`config.mk`:
```
export PLATFORM = sky130hd
export DESIGN_NAME = wdog_sm
export DESIGN_NICKNAME = d
export VERILOG_FILES = /design/src/wdog_pkg.sv /design/src/wdog_sm.sv
export SDC_FILE = /design/constraint.sdc
export NUM_CORES = 1
export LEC_CHECK = 0
export BUFFER_PORTS_ARGS = -buffer_cell sky130_fd_sc_hd__buf_4
export CAP_MARGIN = 20
export CORE_UTILIZATION = 45
export DETAILED_ROUTE_END_ITERATION = 8
export SYNTH_ARGS = -nofsm -noshare
export SYNTH_HDL_FRONTEND = slang
export SYNTH_SLANG_ARGS = --single-unit
```
`constraint.sdc`:
```
create_clock -name CLK -period 4.75 [get_ports CLK]
set_input_delay 0.2375 -clock CLK [delete_from_list [all_inputs] [get_ports CLK]]
set_output_delay 0.2375 -clock CLK [all_outputs]
set_load 0.005 [all_outputs]
```
`src/wdog_pkg.sv`:
```
// package: constants for the watchdog and slave state machine block
package wdog_pkg;
    // register byte addresses, one 32-bit word apart
    localparam logic [7:0]  REG_CTRL       = 8'h00; // state request, watchdog enables
    localparam logic [7:0]  REG_STATUS     = 8'h04; // state, expiry flags, request rejected
    localparam logic [7:0]  REG_MULT       = 8'h08; // shared tick multiplier
    localparam logic [7:0]  REG_FT_COUNT   = 8'h0C; // frame-traffic watchdog count
    localparam logic [7:0]  REG_LI_COUNT   = 8'h10; // local-interface watchdog count
    localparam logic [7:0]  REG_CFG        = 8'h14; // channel configuration checks
    localparam logic [7:0]  REG_OUT_DATA   = 8'h18; // output data from the master
    localparam logic [7:0]  REG_IN_SNAP    = 8'h1C; // input snapshot memory
    // field positions
    localparam int CTRL_REQ_LSB   = 0;  // requested state, 3 bits
    localparam int CTRL_LI_EN     = 4;  // local-interface watchdog enable
    localparam int CTRL_FT_EN     = 5;  // frame-traffic watchdog enable
    localparam int CFG_MBX_OK     = 0;  // channels 0 and 1 set for mailbox
    localparam int CFG_PD_OK      = 1;  // channels from 2, mapping units ok
    localparam int CFG_CLK_OK     = 2;  // clock settings ok
    localparam int STAT_FT_EXP    = 4;
    localparam int STAT_LI_EXP    = 5;
    localparam int STAT_REJECT    = 6;
    // reset values
    localparam logic [15:0] MULT_RESET     = 16'h09C2; // 2498
    localparam logic [15:0] FT_COUNT_RESET = 16'h03E8; // 1000
    localparam logic [15:0] LI_COUNT_RESET = 16'h03E8; // 1000
    // timing: 25 MHz base period inside a 100 MHz clock
    localparam int CLK_NS       = 10;
    localparam int BASE_NS      = 40;
    localparam int BASE_CYCLES  = BASE_NS / CLK_NS;
    localparam int TICK_EXTRA   = 2; // base periods added to the multiplier
    // slave state machine states
    typedef enum logic [2:0] {
        ST_INIT, ST_PREP, ST_GUARD, ST_RUN, ST_FWUPD
    } slave_state_t;
endpackage : wdog_pkg

```
`src/wdog_sm.sv`:
```
// watchdogs and slave state machine of a fieldbus slave controller
//
// The address-and-strobe port and the register addresses are this design's own decisions.
`timescale 1ns/10ps
`default_nettype none
module wdog_sm #(
    parameter int OUT_W = 8 // physical output / input width
) (
    input  wire logic             CLK,
    input  wire logic             SYS_RST,
    input  wire logic [7:0]       ADDR,      // register byte address
    input  wire logic [31:0]      WDATA,
    input  wire logic             WR,        // one-cycle write strobe
    input  wire logic             RD,        // one-cycle read strobe
    output logic [31:0]           RDATA,     // valid the cycle after RD
    input  wire logic             PD_DONE,   // process exchange completed ok
    input  wire logic             LI_XFER,   // local interface transfer seen
    input  wire logic             MBX_REQ,   // mailbox frame offered
    input  wire logic             MBX_FILE,  // offered mailbox is file transfer
    input  wire logic [OUT_W-1:0] IN_PINS,   // physical inputs, asynchronous
    output logic [OUT_W-1:0]      OUT_PINS,  // physical outputs
    output logic                  MBX_OK,    // mailbox frame accepted
    output logic                  PD_OK,     // process data accepted
    output logic [2:0]            STATE      // operating state code
);
    // all state of the module
    typedef struct packed {
        wdog_pkg::slave_state_t state; // operating state
        logic [15:0]      mult;      // shared tick multiplier
        logic [15:0]      ft_count;  // frame-traffic reload count
        logic [15:0]      li_count;  // local-interface reload count
        logic             ft_en;     // frame-traffic watchdog enable
        logic             li_en;     // local-interface watchdog enable
        logic [2:0]       cfg;       // channel and clock setup checks
        logic             reject;    // last state request refused
        logic [OUT_W-1:0] out_data;  // output image from the master
        logic [OUT_W-1:0] in_snap;   // input image for the master
        logic [OUT_W-1:0] in_s1;     // synchroniser first stage
        logic [OUT_W-1:0] in_s2;     // synchroniser second stage
        logic [1:0]       base_cnt;  // 100 MHz to 25 MHz divider
        logic [16:0]      tick_cnt;  // base periods within a tick
        logic             tick;
        logic [15:0]      ft_rem;
        logic [15:0]      li_rem;
        logic             ft_exp;
        logic             li_exp;
        logic [31:0]      rdata;
        logic [OUT_W-1:0] out_pins;
        logic             mbx_ok;
        logic             pd_ok;
    } regs_t;

    // one struct holds every flop, so reset and the register copy stay in step;
    // the trade is that a single reset clears the configuration with the counters
    regs_t cur_r; // registered state
    regs_t nxt;   // next state

    // decode a requested state code into the enum, invalid maps to init
    function automatic wdog_pkg::slave_state_t code_to_state(input logic [2:0] c);
        case (c)
            3'h1:    code_to_state = wdog_pkg::ST_PREP;
            3'h2:    code_to_state = wdog_pkg::ST_GUARD;
            3'h3:    code_to_state = wdog_pkg::ST_RUN;
            3'h4:    code_to_state = wdog_pkg::ST_FWUPD;
            default: code_to_state = wdog_pkg::ST_INIT;
        endcase
    endfunction : code_to_state

    // next-state logic: everything the block will hold after the next edge;
    // bus strobes, traffic pulses and the tick are all seen one cycle late,
    // which keeps every output a plain flop at the cost of one cycle of delay
    always_comb begin
        wdog_pkg::slave_state_t req;
        logic                   ok;
        logic [16:0]            tick_len;
        req      = code_to_state(WDATA[wdog_pkg::CTRL_REQ_LSB +: 3]);
        ok       = 1'b0;
        tick_len = 17'({1'b0, cur_r.mult}) + 17'(wdog_pkg::TICK_EXTRA);
        nxt      = cur_r;
        nxt.rdata = 32'h0000_0000;
        // input synchroniser; only the second stage is read by logic
        nxt.in_s1 = IN_PINS;
        nxt.in_s2 = cur_r.in_s1;

        // base 25 MHz period and watchdog tick of mult+2 periods;
        // the tick is a one-cycle pulse shared by both watchdogs, so their
        // timeouts stay in a fixed ratio whatever the multiplier holds
        nxt.tick = 1'b0;
        if (cur_r.base_cnt == 2'(wdog_pkg::BASE_CYCLES - 1)) begin
            nxt.base_cnt = 2'h0;
            if (cur_r.tick_cnt >= tick_len - 17'h00001) begin
                nxt.tick_cnt = 17'h00000;
                nxt.tick     = 1'b1;
            end else begin
                nxt.tick_cnt = cur_r.tick_cnt + 17'h00001;
            end
        end else begin
            nxt.base_cnt = cur_r.base_cnt + 2'h1;
        end

        // frame-traffic watchdog: reload only on a good exchange;
        // an exchange that the state gating refused must not count, otherwise
        // a master talking to a slave in preparation would keep it alive
        if (PD_DONE && cur_r.pd_ok) begin
            nxt.ft_rem = cur_r.ft_count;
            nxt.ft_exp = 1'b0;
        end else if (cur_r.tick && cur_r.ft_rem != 16'h0000) begin
            nxt.ft_rem = cur_r.ft_rem - 16'h0001;
        end
        if (cur_r.ft_en && cur_r.ft_count != 16'h0000 && cur_r.ft_rem == 16'h0000
            && !(PD_DONE && cur_r.pd_ok)) begin
            nxt.ft_exp = 1'b1;
        end
        if (!cur_r.ft_en || cur_r.ft_count == 16'h0000) begin
            nxt.ft_exp = 1'b0;
        end

        // local-interface watchdog: any local transfer reloads it; it only
        // reports expiry and leaves the outputs alone
        if (LI_XFER) begin
            nxt.li_rem = cur_r.li_count;
            nxt.li_exp = 1'b0;
        end else if (cur_r.tick && cur_r.li_rem != 16'h0000) begin
            nxt.li_rem = cur_r.li_rem - 16'h0001;
        end
        if (cur_r.li_en && cur_r.li_count != 16'h0000 && cur_r.li_rem == 16'h0000
            && !LI_XFER) begin
            nxt.li_exp = 1'b1;
        end
        if (!cur_r.li_en) begin
            nxt.li_exp = 1'b0;
        end

        // register writes
        if (WR) begin
            case (ADDR)
                wdog_pkg::REG_CTRL: begin
                    nxt.ft_en  = WDATA[wdog_pkg::CTRL_FT_EN];
                    nxt.li_en  = WDATA[wdog_pkg::CTRL_LI_EN];
                    nxt.reject = 1'b0;
                    // state transition checks
                    case (req)
                        wdog_pkg::ST_INIT:  ok = 1'b1;
                        wdog_pkg::ST_PREP:  ok = (cur_r.state == wdog_pkg::ST_INIT ||
                                                  cur_r.state == wdog_pkg::ST_PREP ||
                                                  cur_r.state == wdog_pkg::ST_GUARD ||
                                                  cur_r.state == wdog_pkg::ST_RUN) &&
                                                 cur_r.cfg[wdog_pkg::CFG_MBX_OK];
                        wdog_pkg::ST_GUARD: ok = (cur_r.state == wdog_pkg::ST_PREP ||
                                                  cur_r.state == wdog_pkg::ST_GUARD ||
                                                  cur_r.state == wdog_pkg::ST_RUN) &&
                                                 cur_r.cfg[wdog_pkg::CFG_PD_OK] &&
                                                 cur_r.cfg[wdog_pkg::CFG_CLK_OK];
                        wdog_pkg::ST_RUN:   ok = (cur_r.state == wdog_pkg::ST_GUARD ||
                                                  cur_r.state == wdog_pkg::ST_RUN);
                        wdog_pkg::ST_FWUPD: ok = (cur_r.state == wdog_pkg::ST_INIT ||
                                                  cur_r.state == wdog_pkg::ST_FWUPD);
                        default:            ok = 1'b0;
                    endcase
                    if (ok) begin
                        nxt.state = req;
                        // snapshot inputs before acknowledging guarded run
                        if (req == wdog_pkg::ST_GUARD && cur_r.state == wdog_pkg::ST_PREP) begin
                            nxt.in_snap = cur_r.in_s2;
                        end
                    end else begin
                        nxt.reject = 1'b1;
                    end
                end
                // settings are written on any write strobe; a multiplier value of zero is ignored
                wdog_pkg::REG_MULT: begin
                    if (WDATA[15:0] != 16'h0000) begin
                        nxt.mult = WDATA[15:0];
                    end
                end
                wdog_pkg::REG_FT_COUNT: begin
                    nxt.ft_count = WDATA[15:0];
                    nxt.ft_rem   = WDATA[15:0];
                end
                wdog_pkg::REG_LI_COUNT: begin
                    nxt.li_count = WDATA[15:0];
                    nxt.li_rem   = WDATA[15:0];
                end
                wdog_pkg::REG_CFG:      nxt.cfg = WDATA[2:0];
                wdog_pkg::REG_OUT_DATA: nxt.out_data = WDATA[OUT_W-1:0];
                default: begin
                    // unmapped or read-only address: write ignored
                end
            endcase
        end

        // guarded run keeps refreshing the input image cyclically
        if (cur_r.state == wdog_pkg::ST_GUARD || cur_r.state == wdog_pkg::ST_RUN) begin
            nxt.in_snap = cur_r.in_s2;
        end

        // traffic gating by state
        case (cur_r.state)
            wdog_pkg::ST_INIT: begin
                nxt.mbx_ok = 1'b0;
                nxt.pd_ok  = 1'b0;
            end
            wdog_pkg::ST_PREP: begin
                nxt.mbx_ok = MBX_REQ;
                nxt.pd_ok  = 1'b0;
            end
            wdog_pkg::ST_GUARD, wdog_pkg::ST_RUN: begin
                nxt.mbx_ok = MBX_REQ;
                nxt.pd_ok  = 1'b1;
            end
            wdog_pkg::ST_FWUPD: begin
                nxt.mbx_ok = MBX_REQ && MBX_FILE;
                nxt.pd_ok  = 1'b0;
            end
            default: begin
                nxt.mbx_ok = 1'b0;
                nxt.pd_ok  = 1'b0;
            end
        endcase

        // outputs: only run drives data, and never while the frame watchdog is expired
        if (cur_r.state == wdog_pkg::ST_RUN && !cur_r.ft_exp) begin
            nxt.out_pins = cur_r.out_data;
        end else begin
            nxt.out_pins = '0;
        end

        // register reads, data valid the next cycle; rdata falls back to
        // zero in every other cycle, so a stale word is never seen twice
        if (RD) begin
            case (ADDR)
                wdog_pkg::REG_CTRL:     nxt.rdata = {26'h0, cur_r.ft_en, cur_r.li_en,
                                                     1'b0, cur_r.state};
                wdog_pkg::REG_STATUS:   nxt.rdata = {25'h0, cur_r.reject, cur_r.li_exp,
                                                     cur_r.ft_exp, 1'b0, cur_r.state};
                wdog_pkg::REG_MULT:     nxt.rdata = {16'h0, cur_r.mult};
                wdog_pkg::REG_FT_COUNT: nxt.rdata = {16'h0, cur_r.ft_count};
                wdog_pkg::REG_LI_COUNT: nxt.rdata = {16'h0, cur_r.li_count};
                wdog_pkg::REG_CFG:      nxt.rdata = {29'h0, cur_r.cfg};
                wdog_pkg::REG_OUT_DATA: nxt.rdata = 32'(cur_r.out_data);
                wdog_pkg::REG_IN_SNAP:  nxt.rdata = 32'(cur_r.in_snap);
                default:                nxt.rdata = 32'h0000_0000;
            endcase
        end
    end

    // state register; reset takes constants only
    // reset is synchronous, so a glitch between edges cannot corrupt it
    always_ff @(posedge CLK) begin
        if (SYS_RST) begin
            cur_r          <= '0;
            cur_r.state    <= wdog_pkg::ST_INIT;
            cur_r.mult     <= wdog_pkg::MULT_RESET;
            cur_r.ft_count <= wdog_pkg::FT_COUNT_RESET;
            cur_r.li_count <= wdog_pkg::LI_COUNT_RESET;
            cur_r.ft_rem   <= wdog_pkg::FT_COUNT_RESET;
            cur_r.li_rem   <= wdog_pkg::LI_COUNT_RESET;
        end else begin
            cur_r <= nxt;
        end
    end

    // every output is a field of the registered struct, no logic after the flop
    assign RDATA    = cur_r.rdata;
    assign OUT_PINS = cur_r.out_pins;
    assign MBX_OK   = cur_r.mbx_ok;
    assign PD_OK    = cur_r.pd_ok;
    assign STATE    = cur_r.state;

    // checks below watch registered outputs, which are one cycle behind the
    // state that produced them; $past lines the two up
    // expiry never moves the state
    property p_exp_keeps_state;
        @(posedge CLK) disable iff (SYS_RST)
        ($rose(cur_r.ft_exp) && !$past(WR)) |-> cur_r.state == $past(cur_r.state);
    endproperty
    a_exp_keeps_state: assert property (p_exp_keeps_state) else $error("state moved on expiry");

    // expired frame watchdog forces outputs low next cycle
    property p_exp_outputs_low;
        @(posedge CLK) disable iff (SYS_RST) cur_r.ft_exp |=> OUT_PINS == '0;
    endproperty
    a_exp_outputs_low: assert property (p_exp_outputs_low) else $error("outputs not forced low");

    // zero count never expires
    property p_zero_disables;
        @(posedge CLK) disable iff (SYS_RST) cur_r.ft_count == 16'h0000 |=> !cur_r.ft_exp;
    endproperty
    a_zero_disables: assert property (p_zero_disables) else $error("disabled watchdog expired");

    // good exchange reloads the full count
    property p_reload;
        @(posedge CLK) disable iff (SYS_RST)
        (PD_DONE && cur_r.pd_ok && !WR) |=> cur_r.ft_rem == $past(cur_r.ft_count);
    endproperty
    a_reload: assert property (p_reload) else $error("frame watchdog not reloaded");

    // local transfer reloads the full local count
    property p_li_reload;
        @(posedge CLK) disable iff (SYS_RST)
        (LI_XFER && !WR) |=> cur_r.li_rem == $past(cur_r.li_count);
    endproperty
    a_li_reload: assert property (p_li_reload) else $error("li not reloaded");

    // no traffic in initialisation
    property p_init_refuse;
        @(posedge CLK) disable iff (SYS_RST)
        ($past(cur_r.state) == wdog_pkg::ST_INIT) |-> !MBX_OK && !PD_OK;
    endproperty
    a_init_refuse: assert property (p_init_refuse) else $error("traffic in init");

    // firmware update only reached from initialisation
    property p_fw_entry;
        @(posedge CLK) disable iff (SYS_RST)
        (cur_r.state == wdog_pkg::ST_FWUPD && $past(cur_r.state) != wdog_pkg::ST_FWUPD)
        |-> $past(cur_r.state) == wdog_pkg::ST_INIT;
    endproperty
    a_fw_entry: assert property (p_fw_entry) else $error("bad firmware update entry");

    // outputs stay low outside run
    property p_safe_outputs;
        @(posedge CLK) disable iff (SYS_RST)
        $past(cur_r.state) != wdog_pkg::ST_RUN |-> OUT_PINS == '0;
    endproperty
    a_safe_outputs: assert property (p_safe_outputs) else $error("outputs active outside run");

    // preparation never lets process data through
    property p_prep_no_pd;
        @(posedge CLK) disable iff (SYS_RST)
        $past(cur_r.state) == wdog_pkg::ST_PREP |-> !PD_OK;
    endproperty
    a_prep_no_pd: assert property (p_prep_no_pd) else $error("pd in preparation");

    // firmware update never lets process data through
    property p_fw_no_pd;
        @(posedge CLK) disable iff (SYS_RST)
        $past(cur_r.state) == wdog_pkg::ST_FWUPD |-> !PD_OK;
    endproperty
    a_fw_no_pd: assert property (p_fw_no_pd) else $error("pd in firmware update");

    // ticks spaced by the multiplier plus two base periods
    property p_tick_space;
        @(posedge CLK) disable iff (SYS_RST)
        (cur_r.tick && cur_r.mult == 16'h0001 && $stable(cur_r.mult)) |=> !cur_r.tick [*8] ##[1:8] cur_r.tick;
    endproperty
    a_tick_space: assert property (p_tick_space) else $error("tick spacing wrong");

    // a multiplier of zero is never taken
    property p_mult_nonzero;
        @(posedge CLK) disable iff (SYS_RST) cur_r.mult != 16'h0000;
    endproperty
    a_mult_nonzero: assert property (p_mult_nonzero) else $error("multiplier zero");

    // main scenarios worth seeing at least once
    c_fw: cover property (@(posedge CLK) cur_r.state == wdog_pkg::ST_FWUPD);
    c_reject: cover property (@(posedge CLK) cur_r.reject);
    c_run: cover property (@(posedge CLK) cur_r.state == wdog_pkg::ST_RUN);
    c_exp: cover property (@(posedge CLK) cur_r.ft_exp && cur_r.state == wdog_pkg::ST_RUN);
    c_li: cover property (@(posedge CLK) cur_r.li_exp);
endmodule : wdog_sm
`default_nettype wire

```
==> results of run 1 <==
-- sequential cells by signal, summed over array words and instances, names as in the netlist --
signal and count:
PD_OK 1, MBX_OK 1, STATE 3, cur_r 140, OUT_PINS 8, RDATA 16
-- cells in the mapped netlist (all sizes together), types with 4 or more instances --
master,n
a211o,5
a211oi,9
a21o,5
a21oi,65
a22oi,16
a31oi,7
and2,14
and3,7
and4,5
buf,52
clkbuf,51
dfxtp,169
ha,23
inv,19
mux2,9
mux2i,28
nand2,139
nand2b,21
nand3,26
nand3b,5
nand4,13
nand4b,7
nor2,68
nor2b,26
nor3,36
nor4,35
nor4b,6
o21a,4
o21ai,35
o221ai,6
o22ai,4
or2,8
or3,14
or4,5
xnor2,21
xor2,19
-- layout make-up --
class,instances,area (um^2),share of cell area (%)
Sequential cell,169,3380,35.0
Inverter,19,71.3,0.738
Clock inverter,15,154,1.59
Timing Repair Buffer,83,631,6.52
Tap cell,234,293,3.03
Clock buffer,17,425,4.40
Multi-Input combinational cell,756,4710,48.7
-- worst max-delay path: stages (launching register included) --
cell	delay [ps]
dfxtp_1	420
ha_1	240
inv_1	50
or3_1	420
nor2_1	240
nand2_1	100
xor2_1	160
ha_1	320
a21oi_1	150
o21ai_0	100
a22o_1	270
a221o_1	590
nor2b_1	240
-- routing by layer --
layer / vias up / routed length [um] / global-route usage, %
met1: 3493 / 11000 / 31.6
met3: 44 / 995 / 4.79
met5: - / 0 / 0
met2: 198 / 10600 / 37.8
met4: 0 / 525 / 7.84
li1: 3661 / - / -
-- worst max path at each step --
stage | startpoint | to | slack [ps] | cells after the start
final | cur_r[166] | cur_r[76] | 1300 | 12
after floorplan | cur_r[166] | cur_r[84] | 1730 | 13
after global routing | cur_r[166] | cur_r[90] | 1050 | 12
after CTS | cur_r[166] | cur_r[76] | 1310 | 12
after global placement | cur_r[166] | cur_r[76] | 1370 | 12
after detailed placement | cur_r[166] | cur_r[76] | 1320 | 12
-- per-stage QoR --
step,instance area [um^2],setup slack [ps],power (mW),utilization (%)
finish,9670,1300,2.96,51.5
detailed placement,9060,1320,1.61,48.3
floorplan,8710,1730,1.55,-
global placement,9060,1370,1.61,48.3
CTS,9660,1310,2.98,51.4
global route,9670,1050,3.05,51.5
-- cells by family (layout without fill, tap and decap cells) --
group                      after synthesis  count (layout)  synth area share (%)
and+or+nand+nor                        446             446                  26.6
AOI/OAI and AO/OA                      192             192                  14.6
DFF                                    169             169                  39.1
buffers and inverters                  122             134                  7.29
xor gates and xnor gates                40              40                  4.05
muxes                                   39              39                  4.93
adders and majority gates               23              23                  3.33
other                                    1              16                0.0433
-- power by group --
| part | internal (mW) | total (mW) | switching, mW | leakage [nW] |
|---|---|---|---|---|
| registers | 1.43 | 1.43 | 0.00501 | 1.37 |
| clock network | 0.743 | 1.38 | 0.640 | 0.282 |
| logic | 0.0527 | 0.145 | 0.0923 | 1.84 |
| total | 2.22 | 2.96 | 0.738 | 3.49 |
==> impl_metrics.env, run 1 <==
export IMPL_pin_count=101
export IMPL_min_delay_path_class="in2reg"
export IMPL_post_drt_wl_per_cell_um=17.9
export IMPL_core_um2=18800
export IMPL_pre_repair_dr_iteration_count=5
export IMPL_setup_reg_to_reg_worst_slack_ps=1300
export IMPL_yosys_most_used_dff="dfxtp_1"
export IMPL_power_density_nw_per_um2=306
export IMPL_initial_antenna_violation_count=0
export IMPL_worstHoldPathCells=2
export IMPL_cts_root_buffer="clkbuf_16"
export IMPL_overflow=0
export IMPL_ys_seq_area_share_pct=39.1
export IMPL_timing_critical_path_arrival_ps=3740
export IMPL_synth_top_area_cell="dfxtp_1"
export IMPL_ys_ff_latch=169
export IMPL_die_area_um2=19800
export IMPL_maxCapViolCount=0
export IMPL_cts_buffers=17
export IMPL_synth_top_cell_area_share_pct=39.1
export IMPL_cts_num_sinks=169
export IMPL_post_place_cells=1258
export IMPL_mappedNetlistArea_um2=8650
export IMPL_worst_clock_skew_ps=9.41
export IMPL_hold_start="IN_PINS[7]"
export IMPL_asyncSetResetFlopFracSynth_pct=0
export IMPL_unrepaired_setup_endpoints_after_global_routing="false"
export IMPL_finish_net_count=1125
export IMPL_worst_pin_slew_ps=886
export IMPL_areaGrowthSynthToFinish_pct=11.7
export IMPL_chipHeight_um=141
export IMPL_dp_hpwl_mm=16.4
export IMPL_io_buffers=68
export IMPL_fp_dieW_um=141
export IMPL_clk_transition_reported_paths_ps=70
export IMPL_drt_total_wl_mm=23.1
export IMPL_status="finished, final reports clean"
export IMPL_power_leakage_nw=3.49
export IMPL_layout_filler_cells=1842
export IMPL_viasPerCell=5.72
export IMPL_post_cts_resize_count=0
export IMPL_fin_crit_sh_pct=72.6
export IMPL_maxSlewViolCount=0
export IMPL_max_clock_freq_ghz=0.290
export IMPL_gp_congestion=0.866
export IMPL_worst_r2r_cell_count=12
export IMPL_worst_slew_margin_rel_pct=40.4
export IMPL_grt_start_max_net_pins=78
export IMPL_layout_commonest_cell="dfxtp_1"
export IMPL_drt_antenna_violating_nets=0
export IMPL_max_vdd_ir_drop_mv=0.250
export IMPL_grt_first_pass_wirelength_mm=36.6
export IMPL_crit_path_start_kind="flip-flop"
export IMPL_clock_tree_htree_level_count=4
export IMPL_timing_hold_worst_endpoint="cur_r[111]"
export IMPL_worstPathMaxFanout=16
export IMPL_hold_ws_ps=6.23
export IMPL_synth_cell_types=72
export IMPL_ctsLongestPathBuffers=2
export IMPL_timing_final_setup_violations=0
export IMPL_fp_row_count=50
export IMPL_vias=7396
export IMPL_timing_setup_tns_ps=0
export IMPL_fin_crit_ps=3450
export IMPL_worst_setup_path_type="reg2reg"
export IMPL_route_detailed_drc=0
export IMPL_vias_in_the_first_global_route=6780
export IMPL_layout_common_cells="dfxtp_1 (169), nand2_1 (139), buf_4 (80)"
export IMPL_clkLatencyLatePin_ps=440
export IMPL_drtIter0Drc=562
export IMPL_antenna_cells=0
export IMPL_endpoint_kind="flip-flop"
export IMPL_critical_path_reg2reg_endpoint="cur_r[76]"
export IMPL_layout_drive_gt1_share_pct=13.3
export IMPL_aggregate_global_route_resource_usage_pct=23.6
export IMPL_cp_data_required_time_ps=5040
export IMPL_synth_edf_count=0
export IMPL_setup_fix_buffers_added_after_clock_tree_synthesis=0
export IMPL_finalHoldViolations=0
export IMPL_synthesized_instance_count=1032
export IMPL_tritoncts="yes"
export IMPL_critical_path_reg2reg_startpoint="cur_r[166]"
export IMPL_ys_top_cells_by_area="dfxtp_1 (39%), nand2_1 (6.0%), buf_4 (3.8%), a21oi_1 (3.8%), ha_1 (3.3%)"
export IMPL_floorplan_initialDensity_pct=46.1
export IMPL_synthesis_area_per_instance_um2=8.38
export IMPL_yosysWarningCount=0
export IMPL_postCtsHoldBufs=2
export IMPL_final_cell_count_no_fill=1293
(Power assumes the default switching activity.)
==> inputs of run 2 (changes only) <==
- clock period: 4.75 -> 3.3 ns (I/O delays scaled with it)
==> run 2 against run 1 <==
- clock power increased by 49%
- utilization increased by 0.80 points
- cell area rose by 1.6%
- sequential power grew 44%
- power is 47% higher
- worst setup slack got worse by 1100 ps
- die area stayed put
- critical path type unchanged
- largest cell class unchanged
==> impl_metrics.env, run 2 (synthesis results as in run 1) <==
export IMPL_status="finished, final reports clean"
export IMPL_cp_data_required_time_ps=3650
export IMPL_chipHeight_um=141
export IMPL_floorplan_initialDensity_pct=46.1
export IMPL_maxSlewViolCount=0
export IMPL_power_leakage_nw=3.57
export IMPL_min_delay_path_class="in2reg"
export IMPL_finalHoldViolations=0
export IMPL_fin_crit_ps=3070
export IMPL_pre_cts_slack_ps=85.6
export IMPL_final_cell_count_no_fill=1306
export IMPL_placedInstanceArea_um2=9110
export IMPL_post_route_cell_area_um2=9820
export IMPL_grt_first_pass_wirelength_mm=36.8
export IMPL_ctsLongestPathBuffers=2
export IMPL_worstPathMaxFanout=15
export IMPL_timing_hold_worst_endpoint="cur_r[174]"
export IMPL_worst_slew_margin_rel_pct=36.2
export IMPL_antenna_cells=0
export IMPL_final_seq_area_um2=3380
export IMPL_worst_slack_ps=232
export IMPL_layout_core_utilization_pct=52.3
export IMPL_finalPower_mw=4.34
export IMPL_route_detailed_drc=0
export IMPL_timing_setup_tns_ps=0
export IMPL_unrepaired_setup_endpoints_after_global_routing="false"
export IMPL_setup_reg_to_reg_worst_slack_ps=230
export IMPL_dp_hpwl_mm=16.6
export IMPL_hold_ws_ps=17.3
export IMPL_max_reg_flops=140
export IMPL_crit_path_start_kind="flip-flop"
export IMPL_area_of_the_multi_input_gates_um2=4720
export IMPL_worst_pin_slew_ps=948
export IMPL_layout_drive_gt1_share_pct=14.1
export IMPL_max_vdd_ir_drop_mv=0.360
export IMPL_power_density_nw_per_um2=442
export IMPL_grt_start_max_net_pins=74
export IMPL_finish_net_count=1138
export IMPL_worst_clock_skew_ps=8.76
export IMPL_initial_antenna_violation_count=0
export IMPL_layout_common_cells="dfxtp_1 (168), nand2_1 (139), buf_4 (87)"
export IMPL_viasPerCell=5.63
export IMPL_cts_num_sinks=169
export IMPL_areaGrowthSynthToFinish_pct=13.4
export IMPL_maxCapViolCount=0
export IMPL_drtIter0Drc=620
export IMPL_vias_in_the_first_global_route=6783
export IMPL_layout_filler_cells=1803
export IMPL_fp_dieW_um=141
export IMPL_setup_fix_buffers_added_after_clock_tree_synthesis=0
export IMPL_endpoint_kind="flip-flop"
export IMPL_fp_row_count=50
export IMPL_clkLatencyLatePin_ps=430
export IMPL_pre_repair_dr_iteration_count=6
export IMPL_vias=7353
export IMPL_post_place_cells=1265
export IMPL_worst_setup_path_type="reg2reg"
export IMPL_timing_critical_path_arrival_ps=3420
export IMPL_overflow=0
export IMPL_critical_path_reg2reg_startpoint="cur_r[167]"
export IMPL_gp_congestion=0.850
export IMPL_largest_register="cur_r"
export IMPL_drt_antenna_violating_nets=0
export IMPL_layout_commonest_cell="dfxtp_1"
export IMPL_tritoncts="yes"
export IMPL_fin_crit_sh_pct=93.0
export IMPL_clk_transition_reported_paths_ps=70
export IMPL_core_um2=18800
export IMPL_worstHoldPathCells=2
export IMPL_pin_count=101
export IMPL_cts_root_buffer="clkbuf_16"
export IMPL_drt_total_wl_mm=23.3
export IMPL_aggregate_global_route_resource_usage_pct=24.0
export IMPL_die_area_um2=19800
export IMPL_cts_buffers=17
export IMPL_clock_tree_htree_level_count=4
export IMPL_max_clock_freq_ghz=0.326
export IMPL_timing_final_setup_violations=0
export IMPL_critical_path_reg2reg_endpoint="cur_r[84]"
export IMPL_hold_start="WDATA[8]"
export IMPL_post_drt_wl_per_cell_um=17.8
export IMPL_io_buffers=68
export IMPL_worst_r2r_cell_count=13
==> run 2: cell types whose count changed in the layout (fill, tap and decap cells not counted), sizes merged <==
cell         change
clkinvlp         -1
clkinv           -1
bufinv           +1
clkbuf           +1
dlygate4sd3      +6
buf              +7
==> run 2: what timing repair did <==
| item | CTS | global route |
|---|---|---|
| endpoints found under the hold margin | 9 | 0 |
| endpoints found under the setup margin | 0 | 16 |
| resized for setup | 0 | 5 |
| hold buffers | 9 | 0 |
==> run 2: critical path, stage by stage (launching register included) <==
cell and delay, ps:
dfxtp_2 360, ha_2 200, inv_1 40, or3_4 400
nor2_4 140, nand2_1 80, xor2_1 150, ha_1 310
a21oi_1 160, o21ai_0 100, a22o_1 280, a221o_1 370
buf_4 200, nor3_1 180
==> run 2: layout make-up <==
class	count	share of cell area, %
clock inverter	14	1.75
sequential	169	34.5
timing repair buffer	96	7.57
clock buffer	18	4.37
inverter	19	0.727
tap	234	2.98
multi-input combinational	756	48.1
==> run 2: how the worst max path moves through the flow <==
stage / from / to / slack [ps]
floorplan: cur_r[166] / cur_r[84] / 280
finish: cur_r[167] / cur_r[84] / 230
global placement: cur_r[167] / cur_r[81] / 170
global route: cur_r[167] / cur_r[90] / 20
detailed placement: cur_r[167] / cur_r[83] / 90
CTS: cur_r[167] / cur_r[85] / 40
==> run 2: metal layers <==
layer	vias to the layer above	share of wire, %	track usage (%)
li1	3678	-	-
met1	3453	47	32.4
met2	191	46	38.7
met3	31	4.9	4.38
met4	0	2.1	7.49
met5	-	0	0
==> run 2: where the power goes <==
| group | internal [mW] | total, mW | switching [mW] |
|---|---|---|---|
| logic | 0.0812 | 0.215 | 0.134 |
| clock network | 1.15 | 2.06 | 0.912 |
| registers | 2.05 | 2.06 | 0.00741 |
